File: config.mk
export PLATFORM = sky130hd
export DESIGN_NAME = icap_top
export DESIGN_NICKNAME = d
export VERILOG_FILES = /design/src/core/icap_pkg.sv /design/src/core/icap_sync.sv /design/src/core/icap_fifo.sv /design/src/core/icap_top.sv
export SDC_FILE = /design/constraint.sdc
export NUM_CORES = 1
export LEC_CHECK = 0
export ABC_AREA = 1
export BUFFER_PORTS_ARGS = -buffer_cell sky130_fd_sc_hd__buf_2
export CORE_UTILIZATION = 54
export CTS_BUF_LIST = sky130_fd_sc_hd__clkbuf_16
export CTS_CLUSTER_DIAMETER = 150
export CTS_CLUSTER_SIZE = 10
export DETAILED_ROUTE_END_ITERATION = 6
export PLACE_DENSITY = 0.75
export SETUP_SLACK_MARGIN = 0.1
export SYNTH_ARGS = -nofsm -noshare
export SYNTH_HDL_FRONTEND = slang
export SYNTH_HIERARCHICAL = 1
export SYNTH_SLANG_ARGS = --single-unit
File: constraint.sdc
create_clock -name clk_sys -period 12.4 [get_ports clk_sys]
set_input_delay 2.48 -clock clk_sys [delete_from_list [all_inputs] [get_ports clk_sys]]
set_output_delay 2.48 -clock clk_sys [all_outputs]
set_load 0.005 [all_outputs]
File: src/core/icap_pkg.sv
// Shared constants and types for the six-unit input capture block
package icap_pkg;

  // Unit count and widths
  localparam int UNITS      = 6;
  localparam int PAIRS      = 3;
  localparam int CNT_W      = 16;
  localparam int SEL_W      = 5;
  localparam int SYNC_SRCS  = 30;
  localparam int CLK_SEL_W  = 3;
  localparam int EXT_CLKS   = 5;
  localparam int FIFO_DEPTH = 4;
  localparam int PTR_W      = 2;
  localparam int IRQ_SEL_W  = 2;

  // Counter values
  localparam logic [CNT_W-1:0] CNT_ZERO = 16'h0000;
  localparam logic [CNT_W-1:0] CNT_ONE  = 16'h0001;
  localparam logic [CNT_W-1:0] CNT_MAX  = 16'hffff;

  // Selector encodings
  localparam logic [SEL_W-1:0]     SYNC_NONE   = 5'h00;
  localparam logic [SEL_W-1:0]     SYNC_LAST   = 5'h1e;
  localparam logic [CLK_SEL_W-1:0] CLK_SYSTEM  = 3'h0;
  localparam logic [CLK_SEL_W-1:0] CLK_LAST    = 3'h5;
  localparam logic [IRQ_SEL_W-1:0] IRQ_CNT_ONE = 2'h1;
  localparam logic [IRQ_SEL_W-1:0] IRQ_CNT_0   = 2'h0;
  localparam logic [PTR_W-1:0]     PTR_ONE     = 2'h1;
  localparam logic [PTR_W:0]       LVL_ONE     = 3'h1;
  localparam logic [PTR_W:0]       LVL_FULL    = 3'h4;

  // Counter operating modes
  typedef enum logic [1:0] {
    ICAP_FREE,
    ICAP_SYNC,
    ICAP_HW_TRIG,
    ICAP_SW_TRIG
  } icap_mode_e;

endpackage

File: src/core/icap_sync.sv
// Two-stage synchroniser for levels arriving from outside clk_sys
`timescale 1ns/1ps
`default_nettype none
module icap_sync #(
  parameter int W = 1
) (
  // Clock and reset
  input  wire logic         clk_sys,
  input  wire logic         rst_n,
  // Data
  input  wire logic [W-1:0] async_in,
  output logic      [W-1:0] sync_out
);

  logic [W-1:0] stage_one;

  // First stage feeds only the second
  always_ff @(posedge clk_sys or negedge rst_n) begin
    if (!rst_n) begin
      stage_one <= '0;
      sync_out  <= '0;
    end else begin
      stage_one <= async_in;
      sync_out  <= stage_one;
    end
  end

endmodule
`default_nettype wire

File: src/core/icap_fifo.sv
// Four-entry capture store that refuses pushes when full
`timescale 1ns/1ps
`default_nettype none
module icap_fifo (
  // Clock and reset
  input  wire logic                       clk_sys,
  input  wire logic                       rst_n,
  // Fill side
  input  wire logic                       push,
  input  wire logic [icap_pkg::CNT_W-1:0] push_data,
  // Drain side
  input  wire logic                       pop,
  output logic      [icap_pkg::CNT_W-1:0] head,
  output logic                            empty,
  output logic                            full,
  output logic                            refused
);

  logic [icap_pkg::CNT_W-1:0] mem [icap_pkg::FIFO_DEPTH];
  logic [icap_pkg::PTR_W-1:0] wr_ptr;
  logic [icap_pkg::PTR_W-1:0] rd_ptr;
  logic [icap_pkg::PTR_W:0]   level;
  wire                        do_push;
  wire                        do_pop;

  // Status and accepted moves
  assign empty   = (level == '0);
  assign full    = (level == icap_pkg::LVL_FULL);
  // Empty store shows zero so the registered view never carries unknowns
  assign head    = empty ? '0 : mem[rd_ptr];
  assign do_push = push && !full;
  assign do_pop  = pop && !empty;
  // Unread entries are never overwritten
  assign refused = push && full;

  // Storage is written only on accepted pushes
  always_ff @(posedge clk_sys) begin
    if (do_push) begin
      mem[wr_ptr] <= push_data;
    end
  end

  // Pointers and fill level
  always_ff @(posedge clk_sys or negedge rst_n) begin
    if (!rst_n) begin
      wr_ptr <= '0;
      rd_ptr <= '0;
      level  <= '0;
    end else begin
      if (do_push) begin
        wr_ptr <= wr_ptr + icap_pkg::PTR_ONE;
      end
      if (do_pop) begin
        rd_ptr <= rd_ptr + icap_pkg::PTR_ONE;
      end
      if (do_push && !do_pop) begin
        level <= level + icap_pkg::LVL_ONE;
      end else if (do_pop && !do_push) begin
        level <= level - icap_pkg::LVL_ONE;
      end
    end
  end

endmodule
`default_nettype wire

File: src/core/icap_top.sv
// Six input capture units with private counters, modes and cascading
//
// Notes on behaviour
// (RULE_01) Six capture units, each with its own settings and counter.
// (RULE_02) Units 2p and 2p+1 cascade to 32 bits in every mode.
// (RULE_03) Sync or trigger source chosen from thirty internal events.
// (RULE_04) Each unit holds captures in a four-entry first-in first-out store.
// (RULE_05) Private 16-bit counter clocked by one of six sources.
// (RULE_06) Free-running counter wraps from all ones to zero.
// (RULE_07) Counter advances only on ticks of its selected source.
// (RULE_08) A capture event pushes the counter's present value.
// (RULE_09) Synchronous mode captures as soon as the unit is enabled.
// (RULE_10) Synchronous mode: each selected sync event clears the counter.
// (RULE_11) Trigger mode holds the counter until the trigger event arrives.
// (RULE_12) Selector zero with trigger select clear means free-running.
// (RULE_13) A nonzero selector means synchronous or trigger mode.
// (RULE_14) With nonzero selector, trigger select chooses trigger over sync.
// (RULE_15) The selector value picks the sync or trigger source.
// (RULE_16) Selector zero with trigger select set means software trigger.
// (RULE_17) Software trigger mode starts capturing when software sets status.
// (RULE_18) Each unit raises an interrupt after a chosen number of captures.
// (RULE_19) Reset empties the store, zeroes counters, selects free-running; here reset leaves the mode to the select inputs.
// (RULE_20) A full store refuses captures and raises a sticky overflow flag.
`timescale 1ns/1ps
`default_nettype none
module icap_top (
  // Clock and reset
  input  wire logic clk_sys,
  input  wire logic rst_n,
  // Capture pins and external clock sources, asynchronous
  input  wire logic [icap_pkg::UNITS-1:0]    capture_input_pin,
  input  wire logic [icap_pkg::EXT_CLKS-1:0] ext_clock_source,
  // Internal sync and trigger events, one-cycle pulses on clk_sys
  input  wire logic [icap_pkg::SYNC_SRCS-1:0] sync_event,
  // Per-unit configuration
  input  wire logic [icap_pkg::UNITS-1:0] unit_enable,
  input  wire logic [icap_pkg::UNITS-1:0][icap_pkg::CLK_SEL_W-1:0]
                                          clock_select,
  input  wire logic [icap_pkg::UNITS-1:0][icap_pkg::SEL_W-1:0]
                                          sync_source_select,
  input  wire logic [icap_pkg::UNITS-1:0] trigger_mode_select,
  input  wire logic [icap_pkg::UNITS-1:0][icap_pkg::IRQ_SEL_W-1:0]
                                          irq_capture_count,
  input  wire logic [icap_pkg::PAIRS-1:0] cascade_enable,
  // Software strobes, one-cycle pulses
  input  wire logic [icap_pkg::UNITS-1:0] trigger_set,
  input  wire logic [icap_pkg::UNITS-1:0] trigger_clear,
  input  wire logic [icap_pkg::UNITS-1:0] capture_read,
  input  wire logic [icap_pkg::UNITS-1:0] overflow_clear,
  // Status and data
  output logic [icap_pkg::UNITS-1:0] trigger_run_status,
  output logic [icap_pkg::UNITS-1:0][icap_pkg::CNT_W-1:0] capture_counter,
  output logic [icap_pkg::UNITS-1:0][icap_pkg::CNT_W-1:0] capture_value,
  output logic [icap_pkg::UNITS-1:0] capture_valid,
  output logic [icap_pkg::UNITS-1:0] capture_full,
  output logic [icap_pkg::UNITS-1:0] capture_overflow,
  output logic [icap_pkg::UNITS-1:0] capture_irq
);

  // Mode from selector and trigger select bit
  function automatic icap_pkg::icap_mode_e mode_of(
    input logic [icap_pkg::SEL_W-1:0] sel,
    input logic                       trig
  );
    if (sel == icap_pkg::SYNC_NONE) begin
      mode_of = trig ? icap_pkg::ICAP_SW_TRIG : icap_pkg::ICAP_FREE;
    end else begin
      mode_of = trig ? icap_pkg::ICAP_HW_TRIG : icap_pkg::ICAP_SYNC;
    end
  endfunction

  // Selected internal event; codes above thirty select nothing
  function automatic logic pick_event(
    input logic [icap_pkg::SYNC_SRCS-1:0] ev,
    input logic [icap_pkg::SEL_W-1:0]     sel
  );
    if (sel == icap_pkg::SYNC_NONE || sel > icap_pkg::SYNC_LAST) begin
      pick_event = 1'b0;
    end else begin
      pick_event = ev[sel - icap_pkg::SYNC_LAST + 5'h1d];
    end
  endfunction

  // Selected counter tick; code zero is the system clock itself
  function automatic logic pick_tick(
    input logic [icap_pkg::EXT_CLKS-1:0]  edges,
    input logic [icap_pkg::CLK_SEL_W-1:0] sel
  );
    if (sel == icap_pkg::CLK_SYSTEM) begin
      pick_tick = 1'b1;
    end else if (sel > icap_pkg::CLK_LAST) begin
      pick_tick = 1'b0;
    end else begin
      pick_tick = edges[sel - icap_pkg::CLK_LAST + 3'h4];
    end
  endfunction

  logic                              rst_meta_n;
  logic                              rst_sys_n;
  logic [icap_pkg::UNITS-1:0]        pin_sync;
  logic [icap_pkg::UNITS-1:0]        pin_prev;
  logic [icap_pkg::EXT_CLKS-1:0]     clk_src_sync;
  logic [icap_pkg::EXT_CLKS-1:0]     clk_src_prev;
  logic [icap_pkg::UNITS-1:0][icap_pkg::CNT_W-1:0] count;
  logic [icap_pkg::UNITS-1:0][icap_pkg::IRQ_SEL_W-1:0] irq_tally;
  wire  [icap_pkg::UNITS-1:0][icap_pkg::CNT_W-1:0] fifo_head;
  wire  [icap_pkg::UNITS-1:0]        fifo_empty;
  wire  [icap_pkg::UNITS-1:0]        fifo_full;
  wire  [icap_pkg::UNITS-1:0]        fifo_refused;
  wire  [icap_pkg::EXT_CLKS-1:0]     clk_src_edge;
  wire  [icap_pkg::UNITS-1:0]        pin_rise;
  wire  [icap_pkg::UNITS-1:0]        own_tick;
  wire  [icap_pkg::UNITS-1:0]        own_clear;
  wire  [icap_pkg::UNITS-1:0]        own_run;
  wire  [icap_pkg::UNITS-1:0]        own_cap;
  wire  [icap_pkg::UNITS-1:0]        own_trig_ev;
  wire  [icap_pkg::UNITS-1:0]        is_trig;
  wire  [icap_pkg::UNITS-1:0]        eff_tick;
  wire  [icap_pkg::UNITS-1:0]        eff_clear;
  wire  [icap_pkg::UNITS-1:0]        eff_run;
  wire  [icap_pkg::UNITS-1:0]        eff_cap;
  wire  [icap_pkg::UNITS-1:0]        next_trig;

  // Reset release through two flops; assertion stays asynchronous
  always_ff @(posedge clk_sys or negedge rst_n) begin
    if (!rst_n) begin
      rst_meta_n <= 1'b0;
      rst_sys_n  <= 1'b0;
    end else begin
      rst_meta_n <= 1'b1;
      rst_sys_n  <= rst_meta_n;
    end
  end

  // Pins are asynchronous, so they pass two flops first
  icap_sync #(.W(icap_pkg::UNITS)) u_pin_sync (
    .clk_sys  (clk_sys),
    .rst_n    (rst_sys_n),
    .async_in (capture_input_pin),
    .sync_out (pin_sync)
  );

  icap_sync #(.W(icap_pkg::EXT_CLKS)) u_clk_sync (
    .clk_sys  (clk_sys),
    .rst_n    (rst_sys_n),
    .async_in (ext_clock_source),
    .sync_out (clk_src_sync)
  );

  // Edge history taken from the settled second stage only
  always_ff @(posedge clk_sys or negedge rst_sys_n) begin
    if (!rst_sys_n) begin
      pin_prev     <= '0;
      clk_src_prev <= '0;
    end else begin
      pin_prev     <= pin_sync;
      clk_src_prev <= clk_src_sync;
    end
  end

  // External sources tick on their rising edge; limits them to fsys/2
  assign clk_src_edge = clk_src_sync & ~clk_src_prev;
  assign pin_rise     = pin_sync & ~pin_prev;

  // (RULE_01) one independent unit per index
  genvar gi;
  generate
    for (gi = 0; gi < icap_pkg::UNITS; gi++) begin : g_unit
      icap_pkg::icap_mode_e mode;
      // (RULE_12) mode decode from selector
      // (RULE_13) nonzero selector picks sync or trigger
      // (RULE_14) trigger bit chooses trigger
      // (RULE_16) software trigger decode
      assign mode = mode_of(sync_source_select[gi],
                            trigger_mode_select[gi]);
      assign is_trig[gi] = (mode == icap_pkg::ICAP_HW_TRIG) ||
                           (mode == icap_pkg::ICAP_SW_TRIG);
      // (RULE_03) source from thirty events
      // (RULE_15) selector picks event
      assign own_trig_ev[gi] = (mode == icap_pkg::ICAP_HW_TRIG) &&
                               pick_event(sync_event,
                                          sync_source_select[gi]);
      // (RULE_10) sync event clears counter
      assign own_clear[gi] = (mode == icap_pkg::ICAP_SYNC) &&
                             pick_event(sync_event,
                                        sync_source_select[gi]);
      // (RULE_05) one of six clocks
      // (RULE_07) tick from selected source
      assign own_tick[gi] = pick_tick(clk_src_edge, clock_select[gi]);
      // (RULE_09) sync and free modes run on enable
      // (RULE_11) trigger modes wait for status
      // (RULE_17) software start via status bit
      assign own_run[gi] = unit_enable[gi] &&
                           (!is_trig[gi] || trigger_run_status[gi]);
      assign own_cap[gi] = own_run[gi] && pin_rise[gi];
      // Status set by the selected event or a software write
      assign next_trig[gi] = is_trig[gi] &&
                             (own_trig_ev[gi] || trigger_set[gi] ||
                              (trigger_run_status[gi] &&
                               !trigger_clear[gi]));

      // (RULE_02) odd unit slaves to its even partner
      if ((gi % 2) == 1) begin : g_odd
        wire casc;
        assign casc = cascade_enable[gi / 2];
        assign eff_tick[gi]  = casc ? (eff_tick[gi-1] &&
                                       count[gi-1] == icap_pkg::CNT_MAX)
                                    : own_tick[gi];
        assign eff_clear[gi] = casc ? eff_clear[gi-1] : own_clear[gi];
        assign eff_run[gi]   = casc ? eff_run[gi-1] : own_run[gi];
        assign eff_cap[gi]   = casc ? eff_cap[gi-1] : own_cap[gi];
      end else begin : g_even
        assign eff_tick[gi]  = own_tick[gi];
        assign eff_clear[gi] = own_clear[gi];
        assign eff_run[gi]   = own_run[gi];
        assign eff_cap[gi]   = own_cap[gi];
      end

      // (RULE_04) four-entry store per unit
      // (RULE_08) push present count
      icap_fifo u_fifo (
        .clk_sys   (clk_sys),
        .rst_n     (rst_sys_n),
        .push      (eff_cap[gi]),
        .push_data (count[gi]),
        .pop       (capture_read[gi]),
        .head      (fifo_head[gi]),
        .empty     (fifo_empty[gi]),
        .full      (fifo_full[gi]),
        .refused   (fifo_refused[gi])
      );

      // Counter; a disabled unit sits at zero so it restarts cleanly
      // (RULE_06) natural wrap to zero
      // (RULE_19) reset to zero
      always_ff @(posedge clk_sys or negedge rst_sys_n) begin
        if (!rst_sys_n) begin
          count[gi] <= icap_pkg::CNT_ZERO;
        end else if (!unit_enable[gi] || eff_clear[gi]) begin
          count[gi] <= icap_pkg::CNT_ZERO;
        end else if (eff_run[gi] && eff_tick[gi]) begin
          count[gi] <= count[gi] + icap_pkg::CNT_ONE;
        end
      end

      // Trigger status; a set in the clearing cycle wins
      always_ff @(posedge clk_sys or negedge rst_sys_n) begin
        if (!rst_sys_n) begin
          trigger_run_status[gi] <= 1'b0;
        end else begin
          trigger_run_status[gi] <= next_trig[gi];
        end
      end

      // (RULE_20) sticky overflow, set beats clear
      always_ff @(posedge clk_sys or negedge rst_sys_n) begin
        if (!rst_sys_n) begin
          capture_overflow[gi] <= 1'b0;
        end else if (fifo_refused[gi]) begin
          capture_overflow[gi] <= 1'b1;
        end else if (overflow_clear[gi]) begin
          capture_overflow[gi] <= 1'b0;
        end
      end

      // (RULE_18) interrupt on every (irq_capture_count + 1)-th capture
      always_ff @(posedge clk_sys or negedge rst_sys_n) begin
        if (!rst_sys_n) begin
          irq_tally[gi]   <= icap_pkg::IRQ_CNT_0;
          capture_irq[gi] <= 1'b0;
        end else if (eff_cap[gi] &&
                     irq_tally[gi] == irq_capture_count[gi]) begin
          irq_tally[gi]   <= icap_pkg::IRQ_CNT_0;
          capture_irq[gi] <= 1'b1;
        end else begin
          irq_tally[gi]   <= eff_cap[gi]
                             ? irq_tally[gi] + icap_pkg::IRQ_CNT_ONE
                             : irq_tally[gi];
          capture_irq[gi] <= 1'b0;
        end
      end
    end
  endgenerate

  // Registered views; they trail the store by one cycle
  always_ff @(posedge clk_sys or negedge rst_sys_n) begin
    if (!rst_sys_n) begin
      capture_counter <= '0;
      capture_value   <= '0;
      capture_valid   <= '0;
      capture_full    <= '0;
    end else begin
      capture_counter <= count;
      capture_value   <= fifo_head;
      capture_valid   <= ~fifo_empty;
      capture_full    <= fifo_full;
    end
  end

endmodule
`default_nettype wire

==> results.toml, run 1 <==
[status]
status = "finished, final reports clean"

[clocking]
cts_resized = 0
path_clk_slew_ns = 0.06
insertion_delay_ns = 0.65
clock-sinks = 791
hold_buffers = 0
ctsLongestPathBuffers = 3
htreeDepth = 3
post-cts-setup-buffer-count = 0
cts_buffers = 89
cts_tree = "yes"
root_buffer = "clkbuf_16"

[final_layout]
layout.nets = 4290
syn_to_final_growth_pct = 13.8
final_cells = 5020
final_core_util = 0.626
finish.instance_area_mm2 = 0.0407
fillers = 5200
drive_gt1_frac = 0.144

[sta]
finalHoldViolations = 0
skew_ns = 0.0465
worst_slew_pin_slew_ns = 1.30
period_needed_ns = 4.94
rsz0062_at_grt = "no"
slew_headroom = 0.130
fin_setup_tns_ns = 0
min_period_over_period = 0.399
setup_slack_ns = 7.46
clock.fmax_mhz = 202
holdWs_ns = 0.351
finalSetupViolCount = 0
maxSlewViolCount = 0

[setup_path]
crit_top_cell = "inv_1"
end_kind = "flop"
slowest_delay_ns = 0.76
crit_start = "trigger_mode_select[2]"
path_cells = "buf_2, inv_1, o21ai_0, inv_1, nand2_1, nor2_1, a21boi_0, inv_1, nand2_1, nor2_2"
reg2reg_depth = 13
regToRegStartpoint = "trigger_run_status[2]"
worstPathArrival_ns = 5.20
crit_path_top_delay_cell = "nor2_2"
cp.required_ns = 12.66
cp-start-kind = "input pin"
crit_fanout = 16
path_class = "in2reg"

[synthesis]
synth_flop_cell = "dfrtp_1"
synth-xor-area-share = 0.0203
ys.warnings.count = 6
synthCells = 3702
muxShareOfSynthArea = 0
synth_nets = 3914
synth_seq_cells = 791
synth_enable_flop_cells = 384
async_flop_share = 0.515
synthAdderAreaFrac = 0.0258
synthDistinctLibCells = 52
synth_area_mm2 = 0.0357
seq_area_frac_synth = 0.608
synth_compound_area_frac = 0.0388
synth_top_family_by_area = "simple AND/OR/NAND/NOR gates"
synth-simple-area-share = 0.206
avgSynthCellArea_um2 = 9.65

[power_and_ir_drop]
power_leakage_nw = 20.1
peakVddDrop_mv = 0.139
seq_power_share = 0.448
p_per_area_mw_per_mm2 = 179
power_mw = 7.29
p_sw_frac = 0.319
internal_power_mw = 4.97
pwr-share-comb = 0.233
p_clk_frac = 0.319
switching_power_mw = 2.32

[place]
dpl.hpwl_mm = 57.3
io_buffers = 363
place_ws_ns = 6.76
place_inst = 4842
gp_congestion = 0.939
dpl_cell_area_mm2 = 0.0380

[die]
num_io_pins = 364
die_area_mm2 = 0.0672
fp.dieH_um = 259
rows = 93
die_w_um = 259
start_util = 0.550
floorplan.core_area_mm2 = 0.0649

[routing]
drt_iter0_markers = 1819
ant_nets = 0
wl_per_cell_um = 16.9
viasPerCell = 5.18
wl_mm = 84.7
drcViolationCount = 0
first_pass_iters = 6
num_vias = 26008

[hold_path]
whs_path_depth = 0
hp-class = "reg2reg"
worst_hold_startpoint = "u_clk_sync/stage_one[3]"

[global_route]
grt.total_usage = 0.254
grt_pass1_vias = 24841
antenna_found_initial = 24
grt_pass1_wl_mm = 133
overflow = 0
grt_max_degree = 73

[flow_run]
cap_violations = 0
-- worst max-delay path: cells and delay by family --
family                 cells  cell delay [ns]
AND/OR/NAND/NOR            4             1.54
buffers and inverters      4             0.61
AO/OA/AOI/OAI              2             0.55
-- power by group through the flow --
stage,clock network [mW],registers [mW],logic [mW]
2_1_floorplan,0,3.28,1.25
3_3_place_gp,0,3.30,1.65
3_5_place_dp,0,3.31,1.69
4_1_cts,2.38,3.27,1.70
5_1_grt,2.49,3.30,1.93
6_report,2.33,3.26,1.70
-- cells by family (layout without fill, tap and decap cells) --
kind of cell    count (synthesis)  after routing
compound gates                259            259
flops                         791            791
buf+inv                       834           1282
simple gates                 1666           1666
other cells                     1             16
fa+ha+maj                      70             70
xor+xnor                       81             81
-- final timing paths --
kind / to / slack [ns]
worst max register to register: g_unit[3].u_fifo/level[1] / 9.10
worst max-delay path: g_unit[3].u_fifo/mem[0][1] / 7.46
worst min register to register: u_clk_sync/sync_out[3] / 0.35
max in group asynchronous: capture_value[12] / 9.35
min in group asynchronous: count[58] / 0.44
worst min-delay path: u_clk_sync/sync_out[3] / 0.35
-- synth_stat cells (all sizes together) (29+ instances only) --
| cell | instances | area share |
|---|---|---|
| inv | 726 | 0.077 |
| o21ai | 65 | 0.0091 |
| nand2 | 901 | 0.096 |
| nand3 | 453 | 0.065 |
| buf | 105 | 0.024 |
| ha | 64 | 0.022 |
| nor2 | 190 | 0.022 |
| dfrtp | 407 | 0.29 |
| xnor2 | 35 | 0.0088 |
| nor3 | 29 | 0.0049 |
| edfxtp | 384 | 0.32 |
| xor2 | 46 | 0.011 |
| a21oi | 156 | 0.022 |
| nand4 | 61 | 0.011 |
-- cell type report --
class                           count  area, um^2  share of cell area
Sequential cell                   791       21700               0.534
Multi-Input combinational cell   2077       10400               0.256
Inverter                          727        2760              0.0678
Clock buffer                       90        2250              0.0554
Timing Repair Buffer              392        2030              0.0500
Tap cell                          855        1070              0.0263
Clock inverter                     73         368             0.00905
Antenna cell                       15        37.5            0.000923
-- placed cells by master, fill, tap and decap left out, types with 7 or more instances in the layout --
cell type  synthesis  final
nor3_1            23     23
ha_1              64     64
nor3b_1            7      7
nand3b_1           9      9
o21ai_0           59     59
a31oi_1            7      7
nand2_1          886    886
inv_4              8      8
xor2_1            45     45
clkbuf_16          0     90
o21bai_1           9      9
diode_2            0     15
nand3_1          440    440
nand2_2           13     13
buf_4             10     29
nand3_2           12     12
nor2_1           168    162
nor2_2            16     22
buf_2             48    363
edfxtp_1         384    384
dfrtp_1          407    406
inv_2             22     22
nand4_1           60     60
inv_1            695    761
a21oi_1          156    156
o211ai_1           9      9
xnor2_1           34     34
-- layer usage --
| metal | vias to the layer above | global-route usage | wire (um) |
|---|---|---|---|
| met5 | - | 0 | 99 |
| met3 | 134 | 0.0521 | 6990 |
| met1 | 12288 | 0.342 | 34900 |
| met2 | 1010 | 0.413 | 40900 |
| li1 | 12560 | - | - |
| met4 | 16 | 0.0832 | 1810 |
-- state kept, by name, summed over array words and instances, names as in the netlist, 12 cells and up --
signal,cells
g_unit.u_fifo/mem,384
capture_counter,96
capture_value,96
count,96
g_unit.u_fifo/level,18
g_unit.u_fifo/rd_ptr,12
g_unit.u_fifo/wr_ptr,12
irq_tally,12
No activity file was read; power rests on OpenSTA's default activity.
==> run 2: changes to the inputs <==
--- a/config.mk
+++ b/config.mk
@@ -7,12 +7,12 @@
 export LEC_CHECK = 0
 export ABC_AREA = 1
 export BUFFER_PORTS_ARGS = -buffer_cell sky130_fd_sc_hd__buf_2
-export CORE_UTILIZATION = 54
+export CORE_UTILIZATION = 59
 export CTS_BUF_LIST = sky130_fd_sc_hd__clkbuf_16
 export CTS_CLUSTER_DIAMETER = 150
 export CTS_CLUSTER_SIZE = 10
 export DETAILED_ROUTE_END_ITERATION = 6
-export PLACE_DENSITY = 0.75
+export PLACE_DENSITY = 0.78
 export SETUP_SLACK_MARGIN = 0.1
 export SYNTH_ARGS = -nofsm -noshare
 export SYNTH_HDL_FRONTEND = slang
==> constraint.sdc (replaced) <==
create_clock -name clk_sys -period 4.55 [get_ports clk_sys]
set_input_delay 0.91 -clock clk_sys [delete_from_list [all_inputs] [get_ports clk_sys]]
set_output_delay 0.91 -clock clk_sys [all_outputs]
set_load 0.005 [all_outputs]
==> run 2 against run 1 <==
Final cell count shrank 1.5%. Critical endpoint is now g_unit[1].u_fifo/level[2]. Worst hold slack lost 0.29 ns. First-iteration DRC count grew 6.8%. Final area is essentially flat. Global-route usage grew 2.3 points.
==> results.toml, run 2 (same netlist as run 1, synthesis figures left out) <==
[final_layout]
regArea_mm2 = 0.0217
largest_register_ffs = 384
final_cells = 4944
fillers = 4406
drive_gt1_frac = 0.144
largest_register = "g_unit.u_fifo/mem"
syn_to_final_growth_pct = 13.7
multiInputGateArea_mm2 = 0.0104
mostFrequentLayoutCells = "886 x nand2_1, 762 x inv_1, 440 x nand3_1"
layout.nets = 4301
final_common_cell = "nand2_1"

[sta]
maxSlewViolCount = 0
skew_ns = 0.0377
finalSetupViolCount = 0
period_needed_ns = 3.04
min_period_over_period = 0.669
rsz0062_at_grt = "no"
clock.fmax_mhz = 329
worst_slew_pin_slew_ns = 1.01
fin_setup_tns_ns = 0
finalHoldViolations = 0
slew_headroom = 0.325

[clocking]
cts_resized = 0
cts_buffers = 89
htreeDepth = 3
post-cts-setup-buffer-count = 0
hold_buffers = 0
root_buffer = "clkbuf_16"
clock-sinks = 791
cts_tree = "yes"
insertion_delay_ns = 0.63
path_clk_slew_ns = 0.06
ctsLongestPathBuffers = 3

[routing]
wl_per_cell_um = 17.1
first_pass_iters = 5
ant_nets = 0
viasPerCell = 5.31
drcViolationCount = 0
wl_mm = 84.5
drt_iter0_markers = 1942
num_vias = 26267

[global_route]
grt_pass1_vias = 24910
overflow = 0
antenna_found_initial = 18
grt_max_degree = 115
grt_pass1_wl_mm = 131
grt.total_usage = 0.277

[setup_path]
crit_start = "trigger_mode_select[0]"
reg2reg_depth = 13
worstPathArrival_ns = 3.56
path_cells = "buf_2, inv_1, o21ai_0, nor3_1, a32oi_1, inv_1, nand2_1, inv_1, ha_1, inv_1, fa_1, nand2_1, nand3_1, nand2_1, nand2_1"
cp.required_ns = 5.07
crit_fanout = 7
regToRegStartpoint = "trigger_run_status[0]"
crit_path_top_delay_cell = "nor3_1"
path_class = "in2reg"
cp-start-kind = "input pin"
end_kind = "flop"
slowest_delay_ns = 0.62

[hold_path]
hp-class = "in2async"

[die]
die_w_um = 248
rows = 89
floorplan.core_area_mm2 = 0.0595
die_area_mm2 = 0.0615
start_util = 0.601
num_io_pins = 364
fp.dieH_um = 248

[power_and_ir_drop]
p_per_area_mw_per_mm2 = 490
power_leakage_nw = 20.2
peakVddDrop_mv = 0.338

[place]
dpl.hpwl_mm = 55.9
place_inst = 4771
io_buffers = 363
gp_congestion = 0.949

[status]
status = "finished, final reports clean"

[flow_run]
cap_violations = 0
## run 2: cell count changes in the layout (fill, tap and decap cells not counted), sizes merged
cell	change
diode	-5
inv	-1
buf	+11
clkbuf	+1
## run 2: final timing paths
check	endpoint	slack, ns
setup / recovery	g_unit[1].u_fifo/level[2]	1.51
hold / removal	rst_sys_n	0.06
setup reg to reg	g_unit[1].u_fifo/level[2]	1.64
hold reg to reg	u_clk_sync/sync_out[0]	0.32
max in group asynchronous	capture_counter[7]	3.10
min in group clk_sys	u_clk_sync/sync_out[0]	0.32
## run 2: power breakdown
part           leakage [nW]  switching [mW]  total, mW  internal, mW
clock network          1.51            2.73       6.32          3.59
registers              8.95           0.630       8.98          8.35
logic                  9.72            2.97       4.59          1.62
total                  20.2            6.33       19.9          13.6
## run 2: routing by layer
layer	vias up	track usage	part of all wire
met3	204	0.0538	0.080
li1	12549	-	-
met1	12375	0.372	0.40
met2	1123	0.453	0.49
met4	16	0.0915	0.028
met5	-	0	0.0011
## run 2: cell type report
type                    count  share of cell area
clock buffers              91              0.0560
multi-input cells        2077               0.256
clock inverters            72             0.00816
well taps                 773              0.0238
diodes                     10            0.000616
repair buffers            403              0.0530
flip-flops and latches    791               0.535
inverters                 727              0.0678
## run 2: stage by stage
step	hold WS, ns	power [mW]	setup WS [ns]	utilization	instance area [um^2]
floorplan	0.331	12.3	0.554	-	35700
global placement	0.332	13.5	0.906	0.639	38000
detailed placement	0.335	13.6	0.848	0.639	38000
CTS	0.0260	20.0	1.50	0.683	40600
global route	0.0280	21.0	1.13	0.683	40600
finish	0.0597	19.9	1.51	0.683	40600
## run 2: worst max-delay path: cells and delay by family
| kind | cells | cell delay, ns |
|---|---|---|
| AO/OA/AOI/OAI | 2 | 0.35 |
| adder cells (fa/ha/maj) | 2 | 0.56 |
| buffers and inverters | 5 | 0.66 |
| AND/OR/NAND/NOR | 6 | 1.09 |
==> run 3: changes to the inputs <==
==> constraint.sdc (replaced) <==
create_clock -name clk_sys -period 3 [get_ports clk_sys]
set_input_delay 0.6 -clock clk_sys [delete_from_list [all_inputs] [get_ports clk_sys]]
set_output_delay 0.6 -clock clk_sys [all_outputs]
set_load 0.005 [all_outputs]
==> run 3 against run 2 <==
Global-route usage rose by 0.86 points. Clock skew fell by 0.0098 ns. Combinational power rose by 56%. First-iteration DRC count rose by 9.4%. Critical path depth fell by 4. Final cell count rose by 0.91%. Count of clock-buffer cells in the layout fell by 2. Final area rose by 1.0%. Worst hold slack improved by 0.0073 ns. Largest cell class unchanged. Largest power group unchanged.
==> results.toml, run 3 (same netlist as run 1, synthesis figures left out) <==
[die]
fp.dieH_um = 248
start_util = 0.601
die_area_mm2 = 0.0615
floorplan.core_area_mm2 = 0.0595
rows = 89
die_w_um = 248
num_io_pins = 364

[setup_path]
cp-start-kind = "flop"
end_kind = "flop"
path_cells = "o21ai_0, nor3_1, a32oi_1, inv_1, nand2_1, inv_1, ha_1, inv_1, fa_1, nand2_1, o21ai_0"
cp.required_ns = 3.51
path_class = "reg2reg"
worstPathArrival_ns = 3.07
crit_fanout = 3
path_delay_family = "compound AO/OA/AOI/OAI gates"
crit_top_cell = "inv_1"
slowest_delay_ns = 0.49
path_buf_inv = 3
crit_path_top_delay_cell = "o21ai_0"

[sta]
rsz0062_at_grt = "no"
finalSetupViolCount = 0
min_period_over_period = 0.855
finalHoldViolations = 0
clock.fmax_mhz = 390
slew_headroom = 0.426
worst_slew_pin_slew_ns = 0.861
maxSlewViolCount = 0
skew_ns = 0.0280
period_needed_ns = 2.56

[final_layout]
syn_to_final_growth_pct = 14.9
largest_register = "g_unit.u_fifo/mem"
final_common_cell = "nand2_1"
largest_register_ffs = 384
fillers = 4328
mostFrequentLayoutCells = "886 x nand2_1, 763 x inv_1, 440 x nand3_1"
drive_gt1_frac = 0.153
finish.instance_area_mm2 = 0.0410
layout.nets = 4343

[clocking]
htreeDepth = 3
insertion_delay_ns = 0.63
cts_tree = "yes"
ctsLongestPathBuffers = 3
cts_buffers = 89
path_clk_slew_ns = 0.07
clock-sinks = 791
root_buffer = "clkbuf_16"
post-cts-setup-buffer-count = 0

[status]
status = "finished, final reports clean"

[global_route]
grt_max_degree = 60
overflow = 0
antenna_found_initial = 18
grt_pass1_vias = 25529
grt_pass1_wl_mm = 135
grt.total_usage = 0.285

[place]
dpl_cell_area_mm2 = 0.0384
io_buffers = 363
gp_congestion = 0.918
dpl.hpwl_mm = 57.7

[routing]
drt_iter0_markers = 2125
first_pass_iters = 7
num_vias = 26616
ant_nets = 0
wl_mm = 86.6
viasPerCell = 5.33
wl_per_cell_um = 17.4
drcViolationCount = 0

[power_and_ir_drop]
power_mw = 30.4
peakVddDrop_mv = 0.466
power_leakage_nw = 20.4
p_per_area_mw_per_mm2 = 740

[hold_path]
hp-class = "in2reg"

[flow_run]
cap_violations = 0
[run 3: cell count changes in the layout (fill, tap and decap cells not counted)]
cell and change:
buf_4 +34, buf_12 +7, clkbuf_16 -2, inv_16 +2, diode_2 +1, dlygate4sd3_1 +1, inv_1 +1, inv_6 +1
o21ai_0 -1, o21ai_1 +1
[run 3: final timing paths]
| kind | startpoint | end | slack (ns) | cells past startpoint |
|---|---|---|---|---|
| max | trigger_run_status[0] | g_unit[1].u_fifo/level[1] | 0.44 | 11 |
| min | capture_input_pin[2] | u_pin_sync/stage_one[2] | 0.07 | 1 |
| max reg2reg | trigger_run_status[0] | g_unit[1].u_fifo/level[1] | 0.44 | 11 |
| min reg2reg | u_clk_sync/stage_one[0] | u_clk_sync/sync_out[0] | 0.34 | 0 |
| max in group asynchronous | rst_sys_n | capture_counter[29] | 1.75 | 1 |
| min in group asynchronous | rst_n | rst_sys_n | 0.28 | 2 |
[run 3: power by group]
group          internal [mW]  switching [mW]  total, mW
Sequential              12.7           0.943       13.6
Combinational           2.55            4.62       7.17
Clock                   5.39            4.22       9.61
[run 3: timing repair]
| item | 4_1_cts | 5_1_grt |
|---|---|---|
| resized for setup | 0 | 1 |
| hold buffers | 1 | 0 |
| hold endpoints to repair | 2 | 0 |
| setup endpoints to repair | 0 | 2 |
[run 3: metal layers]
metal,global-route usage,part of all wire,up-vias
met5,0,0.00082,-
met4,0.0929,0.025,12
met3,0.0528,0.083,169
met2,0.462,0.48,1186
met1,0.390,0.41,12571
li1,-,-,12678
[run 3: cell type report]
type | count | area [um^2] | area share
Tap cell | 773 | 967 | 0.0236
Multi-Input combinational cell | 2077 | 10400 | 0.253
Inverter | 727 | 2760 | 0.0671
Sequential cell | 791 | 21700 | 0.529
Timing Repair Buffer | 445 | 2560 | 0.0624
Clock inverter | 76 | 384 | 0.00936
Clock buffer | 89 | 2230 | 0.0543
Antenna cell | 11 | 27.5 | 0.000671
[run 3: through the flow]
step / setup slack, ns / utilization / cells / hold WS [ns] / setup TNS [ns]
5_1_grt: 0.176 / 0.690 / 4987 / 0.0437 / 0
3_3_place_gp: 0.0369 / 0.646 / 4812 / 0.332 / 0
6_report: 0.436 / 0.690 / 4989 / 0.0670 / 0
4_1_cts: 0.340 / 0.690 / 4978 / 0.0238 / 0
2_1_floorplan: -0.996 / - / 3702 / 0.304 / -403.44
3_5_place_dp: 0.0308 / 0.646 / 4812 / 0.337 / 0
[run 3: worst reg2reg max path: cells and delay by family (launching register included)]
kind            cells  cell delay [ns]
buf+inv             3             0.25
simple gates        3             0.35
flops               1             0.38
compound gates      3             0.88
fa+ha+maj           2             0.61
